## src/mops_defines.svh

```systemverilog
`ifndef MOPS_DEFINES_SVH
`define MOPS_DEFINES_SVH
// opcodes
`define MOPS_OP_PICK_INDEX 8'h02
`define MOPS_OP_PICK_FIRST 8'h65
`define MOPS_OP_PICK_SECOND 8'h66
`define MOPS_OP_PICK_THIRD 8'h67
// operand field layout
`define MOPS_IND_BIT 7
`define MOPS_FIELD_MSB 6
// storage limits
`define MOPS_NUM_GREGS 9'h080
`define MOPS_DEF_RAM_WORDS 16'h0400
// pointer descriptor word layout: [31] flash, [30:27] data type, [15:0] addr
`define MOPS_PTR_FLASH_BIT 31
`define MOPS_PTR_TYPE_MSB 30
`define MOPS_PTR_TYPE_LSB 27
`define MOPS_TYPE_SINGLE_FLOAT 4'h1
// element value written on oversize fallback
`define MOPS_NAN_VALUE 32'h7fc00000
`endif

```

## src/mops_pkg.sv

```systemverilog
`default_nettype none
package mops_pkg;
  typedef enum logic [1:0] {
    MOPS_MAT_FIRST,
    MOPS_MAT_SECOND,
    MOPS_MAT_THIRD
  } mops_matrix_type;

  typedef struct packed {
    logic in_ram;
    logic [15:0] start;
    logic [7:0] rows;
    logic [7:0] cols;
  } mops_desc_type;
endpackage
`default_nettype wire

```

## src/mops_reg_if.sv

```systemverilog
`timescale 1ns/1ps
`default_nettype none
// register file read port shared by decoder and mops_reg_port
interface mops_reg_if;
  logic req;
  logic [7:0] addr;
  logic ack;
  logic [31:0] data;
  modport client (output req, output addr, input ack, input data);
  modport server (input req, input addr, output ack, output data);
endinterface
`default_nettype wire

```

## src/mops_reg_port.sv

```systemverilog
`timescale 1ns/1ps
`default_nettype none
// registers the external read port so the decoder sees a clean handshake
module mops_reg_port (
  input wire logic clk_sys_i,
  input wire logic rst_n_i,
  mops_reg_if.server rif,
  output logic rd_req_o,
  output logic [7:0] rd_addr_o,
  input wire logic rd_ack_i,
  input wire logic [31:0] rd_data_i
);
  // one read in flight; request drops once the answer is seen
  always_ff @(posedge clk_sys_i) begin
    if (!rst_n_i) begin
      rd_req_o <= 1'b0;
      rd_addr_o <= 8'h00;
    end else if (rd_ack_i) begin
      rd_req_o <= 1'b0;
    end else if (rif.req && !rd_req_o) begin
      rd_req_o <= 1'b1;
      rd_addr_o <= rif.addr;
    end
  end
  assign rif.ack = rd_ack_i & rd_req_o;
  assign rif.data = rd_data_i;
endmodule
`default_nettype wire

```

## src/mops_decoder.sv

```systemverilog
// What this block does
// RQ1: opcode 66 picks second matrix, 67 third; three operand bytes follow.
// RQ2: start byte bit7 clear is direct register 0..127, set is pointer reg.
// RQ3: row byte bit7 clear is count, set fetches low 8 bits of register.
// RQ4: column byte bit7 clear is count, set fetches low 8 bits of register.
// RQ5: matrix is consecutive locations in registers or RAM from start.
// RQ6: register-resident matrix also loads index register with its start.
// RQ7: matrix elements are 32-bit floats only.
// RQ8: host uses pointer form for any matrix placed in RAM.
// RQ9: flash pointer or non single float pointer ignores whole instruction.
// RQ10: oversize dimensions give a 1x1 matrix whose element 0,0 is NaN.
// RQ11: background process keeps matrices in regs 0..15 inside register 15.
// RQ12: background process should put large matrices at 16..127 or RAM.
// RQ13: opcode 02 with one byte makes that register the index register.
// RQ14: opcode 65 picks first matrix with same layout and index loading.
// RQ15: a separate descriptor is kept for each of the three matrices.
// RQ16: an ignored select leaves descriptors and index register unchanged.
`include "mops_defines.svh"
`timescale 1ns/1ps
`default_nettype none
module mops_decoder #(
  parameter logic [15:0] RAM_WORDS = `MOPS_DEF_RAM_WORDS
) (
  input wire logic clk_sys_i,
  input wire logic rst_n_i,
  input wire logic byte_valid_i,
  input wire logic [7:0] byte_data_i,
  output logic byte_ready_o,
  output logic rd_req_o,
  output logic [7:0] rd_addr_o,
  input wire logic rd_ack_i,
  input wire logic [31:0] rd_data_i,
  output logic [7:0] index_reg_o,
  output mops_pkg::mops_desc_type desc_first_o,
  output mops_pkg::mops_desc_type desc_second_o,
  output mops_pkg::mops_desc_type desc_third_o,
  output logic nan_wr_o,
  output logic nan_in_ram_o,
  output logic [15:0] nan_addr_o,
  output logic [31:0] nan_data_o,
  output logic done_o,
  output logic ignored_o
);
  typedef enum logic [3:0] {
    S_OPC, S_IDX, S_START, S_ROWS, S_COLS,
    S_PTR, S_RFETCH, S_CFETCH, S_CHECK
  } mops_state_type;

  mops_state_type state_r;
  mops_pkg::mops_matrix_type sel_r;
  logic [7:0] start_b_r, rows_b_r, cols_b_r;
  logic [7:0] rows_r, cols_r;
  logic [15:0] start_r;
  logic in_ram_r, bad_ptr_r;
  logic rd_issue_r;
  logic [15:0] area;
  logic [16:0] span;
  logic oversize;
  mops_pkg::mops_desc_type new_desc;

  mops_reg_if rif ();

  mops_reg_port u_port (
    .clk_sys_i(clk_sys_i),
    .rst_n_i(rst_n_i),
    .rif(rif),
    .rd_req_o(rd_req_o),
    .rd_addr_o(rd_addr_o),
    .rd_ack_i(rd_ack_i),
    .rd_data_i(rd_data_i)
  );

  // register address for the current fetch state
  always_comb begin
    rif.addr = 8'h00;
    unique case (state_r)
      S_PTR: rif.addr = {1'b0, start_b_r[`MOPS_FIELD_MSB:0]};
      S_RFETCH: rif.addr = {1'b0, rows_b_r[`MOPS_FIELD_MSB:0]};
      S_CFETCH: rif.addr = {1'b0, cols_b_r[`MOPS_FIELD_MSB:0]};
      default: rif.addr = 8'h00;
    endcase
  end
  assign rif.req = (state_r == S_PTR || state_r == S_RFETCH ||
    state_r == S_CFETCH) && !rd_issue_r;

  // elements are contiguous so the span is start plus rows times cols [RQ5]
  assign area = rows_r * cols_r;
  assign span = {1'b0, start_r} + {1'b0, area};
  assign oversize = in_ram_r ? (span > {1'b0, RAM_WORDS}) :
    (span > {8'h00, `MOPS_NUM_GREGS});
  always_comb begin
    new_desc.in_ram = in_ram_r;
    new_desc.start = start_r;
    new_desc.rows = oversize ? 8'h01 : rows_r; // [RQ10]
    new_desc.cols = oversize ? 8'h01 : cols_r; // [RQ10]
  end

  // byte intake only in the opcode and operand collecting states
  always_ff @(posedge clk_sys_i) begin
    if (!rst_n_i) begin
      byte_ready_o <= 1'b0;
    end else begin
      byte_ready_o <= (state_r == S_OPC || state_r == S_IDX ||
        state_r == S_START || state_r == S_ROWS || state_r == S_COLS) &&
        !(byte_valid_i && byte_ready_o && state_r == S_COLS);
    end
  end

  // one fetch per state; flag cleared on the answer
  always_ff @(posedge clk_sys_i) begin
    if (!rst_n_i) begin
      rd_issue_r <= 1'b0;
    end else if (rif.ack) begin
      rd_issue_r <= 1'b0;
    end else if (rif.req) begin
      rd_issue_r <= 1'b1;
    end
  end

  // instruction sequencer
  always_ff @(posedge clk_sys_i) begin
    if (!rst_n_i) begin
      state_r <= S_OPC;
      sel_r <= mops_pkg::MOPS_MAT_FIRST;
      start_b_r <= 8'h00;
      rows_b_r <= 8'h00;
      cols_b_r <= 8'h00;
      rows_r <= 8'h00;
      cols_r <= 8'h00;
      start_r <= 16'h0000;
      in_ram_r <= 1'b0;
      bad_ptr_r <= 1'b0;
    end else begin
      unique case (state_r)
        S_OPC: if (byte_valid_i && byte_ready_o) begin
          unique case (byte_data_i)
            `MOPS_OP_PICK_INDEX: state_r <= S_IDX; // [RQ13]
            `MOPS_OP_PICK_FIRST: begin // [RQ14]
              sel_r <= mops_pkg::MOPS_MAT_FIRST;
              state_r <= S_START;
            end
            `MOPS_OP_PICK_SECOND: begin // [RQ1]
              sel_r <= mops_pkg::MOPS_MAT_SECOND;
              state_r <= S_START;
            end
            `MOPS_OP_PICK_THIRD: begin // [RQ1]
              sel_r <= mops_pkg::MOPS_MAT_THIRD;
              state_r <= S_START;
            end
            default: state_r <= S_OPC;
          endcase
        end
        S_IDX: if (byte_valid_i && byte_ready_o) state_r <= S_OPC;
        S_START: if (byte_valid_i && byte_ready_o) begin
          start_b_r <= byte_data_i;
          state_r <= S_ROWS;
        end
        S_ROWS: if (byte_valid_i && byte_ready_o) begin
          rows_b_r <= byte_data_i;
          state_r <= S_COLS;
        end
        S_COLS: if (byte_valid_i && byte_ready_o) begin
          cols_b_r <= byte_data_i;
          bad_ptr_r <= 1'b0;
          rows_r <= {1'b0, rows_b_r[`MOPS_FIELD_MSB:0]}; // [RQ3]
          cols_r <= {1'b0, byte_data_i[`MOPS_FIELD_MSB:0]}; // [RQ4]
          // direct form names register 0..127 [RQ2]
          start_r <= {9'h000, start_b_r[`MOPS_FIELD_MSB:0]};
          in_ram_r <= 1'b0;
          if (start_b_r[`MOPS_IND_BIT]) state_r <= S_PTR;
          else if (rows_b_r[`MOPS_IND_BIT]) state_r <= S_RFETCH;
          else if (byte_data_i[`MOPS_IND_BIT]) state_r <= S_CFETCH;
          else state_r <= S_CHECK;
        end
        S_PTR: if (rif.ack) begin
          // pointer form: matrix lives in RAM [RQ2] [RQ8]
          in_ram_r <= 1'b1;
          start_r <= rif.data[15:0];
          // flash or non single float pointers are refused [RQ9] [RQ7]
          bad_ptr_r <= rif.data[`MOPS_PTR_FLASH_BIT] ||
            (rif.data[`MOPS_PTR_TYPE_MSB:`MOPS_PTR_TYPE_LSB] !=
             `MOPS_TYPE_SINGLE_FLOAT);
          if (rows_b_r[`MOPS_IND_BIT]) state_r <= S_RFETCH;
          else if (cols_b_r[`MOPS_IND_BIT]) state_r <= S_CFETCH;
          else state_r <= S_CHECK;
        end
        S_RFETCH: if (rif.ack) begin
          rows_r <= rif.data[7:0]; // [RQ3]
          state_r <= cols_b_r[`MOPS_IND_BIT] ? S_CFETCH : S_CHECK;
        end
        S_CFETCH: if (rif.ack) begin
          cols_r <= rif.data[7:0]; // [RQ4]
          state_r <= S_CHECK;
        end
        S_CHECK: state_r <= S_OPC;
        default: state_r <= S_OPC;
      endcase
    end
  end

  // descriptors per matrix, untouched when refused [RQ15] [RQ16]
  always_ff @(posedge clk_sys_i) begin
    if (!rst_n_i) begin
      desc_first_o <= '0;
      desc_second_o <= '0;
      desc_third_o <= '0;
    end else if (state_r == S_CHECK && !bad_ptr_r) begin
      unique case (sel_r)
        mops_pkg::MOPS_MAT_FIRST: desc_first_o <= new_desc;
        mops_pkg::MOPS_MAT_SECOND: desc_second_o <= new_desc;
        mops_pkg::MOPS_MAT_THIRD: desc_third_o <= new_desc;
        default: desc_first_o <= desc_first_o;
      endcase
    end
  end

  // index register: direct select or register-resident matrix start
  always_ff @(posedge clk_sys_i) begin
    if (!rst_n_i) begin
      index_reg_o <= 8'h00;
    end else if (state_r == S_IDX && byte_valid_i && byte_ready_o) begin
      index_reg_o <= byte_data_i; // [RQ13]
    end else if (state_r == S_CHECK && !bad_ptr_r && !in_ram_r) begin
      index_reg_o <= start_r[7:0]; // [RQ6] [RQ14]
    end
  end

  // completion pulses and the NaN write of the fallback element
  always_ff @(posedge clk_sys_i) begin
    if (!rst_n_i) begin
      done_o <= 1'b0;
      ignored_o <= 1'b0;
      nan_wr_o <= 1'b0;
      nan_in_ram_o <= 1'b0;
      nan_addr_o <= 16'h0000;
      nan_data_o <= 32'h00000000;
    end else begin
      done_o <= state_r == S_CHECK;
      ignored_o <= state_r == S_CHECK && bad_ptr_r; // [RQ9]
      nan_wr_o <= state_r == S_CHECK && !bad_ptr_r && oversize; // [RQ10]
      nan_in_ram_o <= in_ram_r;
      nan_addr_o <= start_r;
      nan_data_o <= `MOPS_NAN_VALUE; // [RQ7]
    end
  end

  a_ignore_keeps_index: assert property (@(posedge clk_sys_i) // [RQ16]
    disable iff (!rst_n_i) (state_r == S_CHECK && bad_ptr_r) |=>
    $stable(index_reg_o)) else $error("index changed on ignored select");
  a_fallback_one: assert property (@(posedge clk_sys_i) // [RQ10]
    disable iff (!rst_n_i) nan_wr_o |-> ((desc_first_o.rows == 8'h01) ||
    (desc_second_o.rows == 8'h01) || (desc_third_o.rows == 8'h01)))
    else $error("nan write without 1x1 descriptor");
  a_nan_value: assert property (@(posedge clk_sys_i) // [RQ7]
    disable iff (!rst_n_i) nan_wr_o |-> nan_data_o == `MOPS_NAN_VALUE)
    else $error("fallback element is not nan");
  a_ignore_no_nan: assert property (@(posedge clk_sys_i) // [RQ9]
    disable iff (!rst_n_i) ignored_o |-> !nan_wr_o && done_o)
    else $error("ignored select wrote or did not finish");
  a_index_direct: assert property (@(posedge clk_sys_i) // [RQ13]
    disable iff (!rst_n_i) (state_r == S_IDX && byte_valid_i && byte_ready_o)
    |=> index_reg_o == $past(byte_data_i))
    else $error("index select not applied");
  a_reg_index_load: assert property (@(posedge clk_sys_i) // [RQ6]
    disable iff (!rst_n_i) (state_r == S_CHECK && !bad_ptr_r && !in_ram_r)
    |=> index_reg_o == $past(start_r[7:0]))
    else $error("index not set to matrix start");
  a_opcode_second: assert property (@(posedge clk_sys_i) // [RQ1]
    disable iff (!rst_n_i) (state_r == S_OPC && byte_valid_i && byte_ready_o
    && byte_data_i == `MOPS_OP_PICK_SECOND) |=> state_r == S_START &&
    sel_r == mops_pkg::MOPS_MAT_SECOND) else $error("opcode 66 missed");
  a_direct_start: assert property (@(posedge clk_sys_i) // [RQ2]
    disable iff (!rst_n_i) (state_r == S_COLS && byte_valid_i && byte_ready_o
    && !start_b_r[`MOPS_IND_BIT]) |=> !in_ram_r && start_r[15:7] == 9'h000)
    else $error("direct start decoded wrongly");
endmodule
`default_nettype wire

```

## config.mk

```make
export PLATFORM = sky130hd
export DESIGN_NAME = mops_decoder
export DESIGN_NICKNAME = d
export VERILOG_FILES = /design/src/mops_pkg.sv /design/src/mops_reg_if.sv /design/src/mops_reg_port.sv /design/src/mops_decoder.sv
export VERILOG_INCLUDE_DIRS = /design/src
export SDC_FILE = /design/constraint.sdc
export NUM_CORES = 1
export LEC_CHECK = 0
export BUFFER_PORTS_ARGS = -buffer_cell sky130_fd_sc_hd__buf_4
export CAP_MARGIN = 10
export CORE_MARGIN = 5
export CORE_UTILIZATION = 29
export DETAILED_ROUTE_END_ITERATION = 7
export RECOVER_POWER = 50
export SYNTH_ARGS = -nofsm -noshare
export SYNTH_HDL_FRONTEND = slang
export SYNTH_SLANG_ARGS = --single-unit
```

## constraint.sdc

```tcl
create_clock -name clk_sys_i -period 8.8 [get_ports clk_sys_i]
set_input_delay 1.32 -clock clk_sys_i [delete_from_list [all_inputs] [get_ports clk_sys_i]]
set_output_delay 1.32 -clock clk_sys_i [all_outputs]
set_load 0.02 [all_outputs]
```

# Yosys cells after proc, flatten, opt, wreduce, memory -nomap -nowiden
# Index checks and enable logic that the tools add are counted.
[totals]
register_bits = 234
wordCells = 144
[classes]
n_eq_ne = 23
n_mul = 1
order_cmp = 2
mux = 36
n_reduce_logical = 45
n_bitwise = 3
n_addsub = 1
[op_table]
columns = ["op", "n"]
rows = [
  ["$mux 8", 7],
  ["$mux 4", 13],
  ["$mux 16", 2],
  ["$pmux 16 s2", 1],
  ["$pmux 4 s8", 1],
  ["$pmux 8 s2", 2],
  ["$mux 31", 1],
  ["$eq 8x7->1 const B", 3],
  ["$pmux 7 s3", 1],
  ["$add 16x16->17", 1],
  ["$gt 17x11->1 const B", 1],
  ["$gt 17x8->1 const B", 1],
  ["$eq 4x3->1 const B", 4],
  ["$mul 8x8->16", 1],
  ["$reduce_and 2->1", 7],
  ["$reduce_and 3->1", 4],
  ["$logic_and 1x1->1", 11],
  ["$eq 4x2->1 const B", 2],
  ["$eq 8x2->1 const B", 1],
  ["$ne 2x1->1 const B", 4],
  ["$ne 2x2->1 const B", 4],
  ["$reduce_and 8->1", 1],
  ["$reduce_bool 2->1", 4],
  ["$logic_or 1x1->1", 7],
  ["17 further kinds", 27],
]

# Depth between registers and ports, before layout
[depth]
ltp_word = 6
mapped_depth = 21
ltp_nobuf = 17

# Cells and area by module
# Synthesis repeated with hierarchy kept, for this count alone.
[unflattened]
hier_cells = 1267
hier_area_um2 = 10984.3
[by_module_without_submodules]
columns = ["mod", "cells_per_inst", "n_inst", "seq_area_each_um2", "area_each_um2"]
rows = [
  ["mops_decoder", 1195, 1, 3883.7, 10366.2],
  ["mops_reg_port", 72, 1, 180.2, 618.1],
]

# Worst setup path after synthesis
# OpenSTA, ideal clock, no wires.
[synth_path]
kind = "reg2reg"
from = "register rows_r[0]"
to = "register desc_second_o[10] (netlist name)"
t_arrival_ps = 5568
path_stages_with_launch = 20
setup_time_ps = 96
path_slack_ps = 3137
path_cell_list = "dfxtp_1 > clkbuf_1 > nand2_1 > fa_1 > fa_1 > inv_1 > fa_1 > inv_1 > fa_1 > inv_1 > ha_1 > a21o_1 > a31oi_1 > a211o_1 > a31oi_1 > or4_1 > or4_1 > buf_2 > buf_6 > o41ai_2"
[synth_via]
elab_chain_cells = 5
[synth_lines]
columns = ["item", "line_no", "source"]
rows = [
  ["start, declared", "mops_decoder.sv:52", "logic [7:0] rows_r, cols_r;"],
  ["start signal, assigned", "mops_decoder.sv:165", "rows_r <= {1'b0, rows_b_r[`MOPS_FIELD_MSB:0]};"],
  ["start signal, assigned", "mops_decoder.sv:188", "rows_r <= rif.data[7:0];"],
  ["$mul 8x8->16 (*)", "mops_decoder.sv:87", "assign area = rows_r * cols_r;"],
  ["$add 16x16->17 (*)", "mops_decoder.sv:88", "assign span = {1'b0, start_r} + {1'b0, area};"],
  ["$gt 17x8->1 / $gt 17x11->1 (equally long branches)", "mops_decoder.sv:90, mops_decoder.sv:89", ""],
  ["$mux 1 (*)", "mops_decoder.sv:89", "assign oversize = in_ram_r ? (span > {1'b0, RAM_WORDS}) :"],
  ["$mux 8 (*)", "mops_decoder.sv:94", "new_desc.rows = oversize ? 8'h01 : rows_r;"],
  ["end signal, assigned", "mops_decoder.sv:210", "mops_pkg::MOPS_MAT_SECOND: desc_second_o <= new_desc;"],
  ["end, declared", "mops_decoder.sv:35", "output mops_pkg::mops_desc_type desc_second_o,"],
]
# Mark *: on every way between the ends. The rest lies on a longest branch, timed or not.
# A chain may end at the register's enable or synchronous reset.

# Worst setup path in the final report
[layout_path]
from = "register rows_r[0]"
to = "register desc_third_o[2] (netlist name)"
[layout_via]
elab_chain_cells = 5
[layout_lines]
columns = ["item", "line_no", "source"]
rows = [
  ["$mul 8x8->16 (*)", "mops_decoder.sv:87", ""],
  ["$add 16x16->17 (*)", "mops_decoder.sv:88", ""],
  ["$gt 17x8->1 / $gt 17x11->1 (equally long branches)", "mops_decoder.sv:90, mops_decoder.sv:89", ""],
  ["$mux 1 (*)", "mops_decoder.sv:89", ""],
  ["$mux 8 (*)", "mops_decoder.sv:95", "new_desc.cols = oversize ? 8'h01 : cols_r;"],
  ["end signal, assigned", "mops_decoder.sv:211", "mops_pkg::MOPS_MAT_THIRD: desc_third_o <= new_desc;"],
  ["end, declared", "mops_decoder.sv:36", "output mops_pkg::mops_desc_type desc_third_o,"],
]
# Marked as above.

==> flow_metrics.py <==
metrics = {
    "run_status": {
        "status": "complete, but fails checks",
        "violations": "max-capacitance violations, max-slew violations",
    },
    "placed_design": {
        "port_buffers": 177,
        "dp_hpwl_mm": 24.8,
        "place_congestion": 0.845,
    },
    "cts": {
        "clk_path_buf_depth": 3,
        "root_buffer": "clkbuf_16",
        "cts_max_level": 1,
        "cts_hold_buffers": 0,
        "post-cts-setup-buffers": 0,
        "insertion_delay_ns": 0.55,
        "numCtsBuffers": 24,
        "clock_sinks": 202,
        "cts_tree": "yes",
        "path_clk_slew_ns": 0.06,
        "cts_resized": 0,
    },
    "yosys": {
        "synth-seq-cells": 202,
        "synth-edff-count": 0,
        "ys_types": 56,
        "synth.cell_area_um2": 10900,
        "avgSynthCellArea_um2": 8.64,
        "yosysSeqAreaShare_pct": 37.0,
        "syn_inst": 1264,
        "yosys_warnings": 0,
        "ys.flop_type": "dfxtp_1",
        "async_reset_ff_share_pct": 0,
    },
    "global_route": {
        "met3_usage_pct": 3.19,
        "grt_pass1_vias": 9041,
        "top_usage_layer": "met2",
        "grt_use_met1_pct": 21.0,
        "grt_usage_pct": 16.1,
        "grtUsageMet2_pct": 27.3,
        "grt_first_pass_wirelength_mm": 53.5,
        "overflow": 0,
        "antenna_found_initial": 3,
        "grt_max_degree": 79,
    },
    "critical_path": {
        "worstSetupEndpointType": "flip-flop",
        "cp_data_arrival_time_ns": 6.88,
        "required_ns": 9.22,
        "rr_startpoint": "rows_r[0]",
        "cp-start-kind": "flip-flop",
        "worstSetupStartpoint": "rows_r[0]",
        "path_max_fanout": 42,
        "critPathKind": "flip-flop to flip-flop",
    },
    "die": {
        "die_w_um": 204,
        "core_um2": 37400,
        "io_pins": 213,
        "dieHeight_um": 204,
        "die_area_um2": 41600,
        "initial_utilization_pct": 29.2,
        "row_count": 71,
    },
    "sta": {
        "hold_viol_final": 0,
        "slew_viol_final": 134,
        "setup_tns_ns": 0,
        "slew_headroom_pct": -36.7,
        "fin_skew_ns": 0.0367,
        "setup_viol": 0,
        "worst_pin_slew_ns": 2.05,
        "rsz0062_at_grt": "false",
        "max_freq_mhz": 155,
        "fin_crit_ns": 6.46,
        "finalCritPeriodShare_pct": 73.4,
    },
    "min_path": {
        "hold_start": "desc_second_o[25]",
        "hold_path.class": "flip-flop to flip-flop",
    },
    "drt": {
        "vias": 9330,
        "first_iter_violations": 715,
        "avgRoutedWirePerCell_um": 18.1,
        "dr.pass1.iters": 5,
        "drc": 0,
        "ant_nets": 0,
        "wl_mm": 34.6,
        "drt-vias-per-instance": 4.89,
    },
    "finish": {
        "finalNetCount": 1509,
        "final_util_pct": 34.1,
        "area_growth_pct": 16.8,
        "final_common_cell": "nand2_1",
        "final_cell_mix": "207 x nand2_1, 202 x dfxtp_1, 143 x clkbuf_1",
        "layout-drive-gt1-share_pct": 10.7,
    },
    "power": {
        "p_per_area_nw_per_um2": 159,
        "irDropWorstVdd_uv": 120,
        "power.leakage_nw": 4.98,
    },
    "flow_run": {
        "maxCapViolations": 3,
    },
}
-- sequential cells by signal, indices dropped and copies added (netlist names), 8 cells and up --
signal and flops:
rows_b_r 8, start_b_r 8, cols_r 8, start_r 16, desc_first_o 33, cols_b_r 8
nan_addr_o 16, desc_third_o 33, index_reg_o 8, desc_second_o 33, rows_r 8
-- routing by layer --
| layer | vias up | share of wire (%) |
|---|---|---|
| li1 | 4445 | - |
| met1 | 4556 | 43 |
| met2 | 279 | 48 |
| met3 | 50 | 6.5 |
| met4 | 0 | 2.6 |
| met5 | - | 0 |
-- layout make-up --
cell class | count | area, um^2
clock inverter | 9 | 105
fill | 3998 | 24600
clock buffer | 35 | 692
inverter | 103 | 388
antenna | 1 | 2.50
multi-input combinational | 856 | 5970
sequential | 202 | 4040
tap | 511 | 639
timing repair buffer | 191 | 920
-- worst max-delay path, cell delays in order (launching register included) --
cell     delay, ns
dfxtp_1       0.66
nand2_1       0.16
fa_1          0.53
fa_1          0.55
inv_1         0.06
fa_1          0.54
inv_1         0.06
fa_1          0.53
inv_1         0.04
ha_1          0.35
a21o_1        0.25
a31oi_1       0.38
a211o_1       0.22
a31oi_1       0.07
or4_1         0.54
or4_2         0.61
buf_4         0.35
o41ai_1       0.41
-- logic make-up after synthesis --
family / after synthesis / synth area share [%]
XOR/XNOR: 4 / 0.321
AND/OR/NAND/NOR: 462 / 19.0
flip-flops: 202 / 37.0
AO/OA/AOI/OAI: 248 / 18.0
adder cells (fa/ha/maj): 87 / 13.5
multiplexers: 31 / 2.90
other: 1 / 0.0343
buffers and inverters: 229 / 9.27
-- final timing paths --
kind / cells after the start / end / slack, ns
hold / removal: 2 / desc_second_o[25] / 0.45
setup reg to reg: 17 / desc_third_o[2] / 2.34
hold reg to reg: 2 / desc_second_o[25] / 0.45
setup / recovery: 17 / desc_third_o[2] / 2.34
-- synth_stat cells, types with 8 or more instances --
| library cell | instances | share of area (%) |
|---|---|---|
| a211oi_1 | 17 | 1.2 |
| a21oi_1 | 102 | 4.7 |
| a22o_1 | 9 | 0.72 |
| a311oi_1 | 17 | 1.4 |
| a31oi_1 | 8 | 0.46 |
| and2_1 | 47 | 2.7 |
| buf_4 | 32 | 2.2 |
| clkbuf_1 | 82 | 2.8 |
| dfxtp_1 | 202 | 37 |
| fa_1 | 51 | 9.3 |
| ha_1 | 36 | 4.1 |
| inv_1 | 102 | 3.5 |
| mux2i_1 | 26 | 2.4 |
| nand2_1 | 208 | 7.1 |
| nand3_1 | 70 | 3.2 |
| nor2_1 | 88 | 3.0 |
| nor3_1 | 12 | 0.55 |
| o21ai_0 | 15 | 0.69 |
| o41ai_2 | 40 | 6.0 |
-- power breakdown --
group	internal [W]	total [W]	switching, W
registers	0.000921	0.000936	0.0000155
clock network	0.000581	0.000989	0.000409
logic	0.0000290	0.0000997	0.0000707
-- per-stage QoR --
step                cells  power, W  setup WS, ns  hold slack, ns  instance area [um^2]
floorplan            1287   0.00102          3.14           0.427                 11000
CTS                  1907   0.00205          2.29           0.454                 13300
finish               1908   0.00203          2.34           0.453                 12800
detailed placement   1863   0.00106          2.34           0.447                 12500
global route         1908   0.00210          2.01           0.468                 12800
global placement     1863   0.00106          2.47           0.440                 12500
No activity file was read; power rests on OpenSTA's default activity.
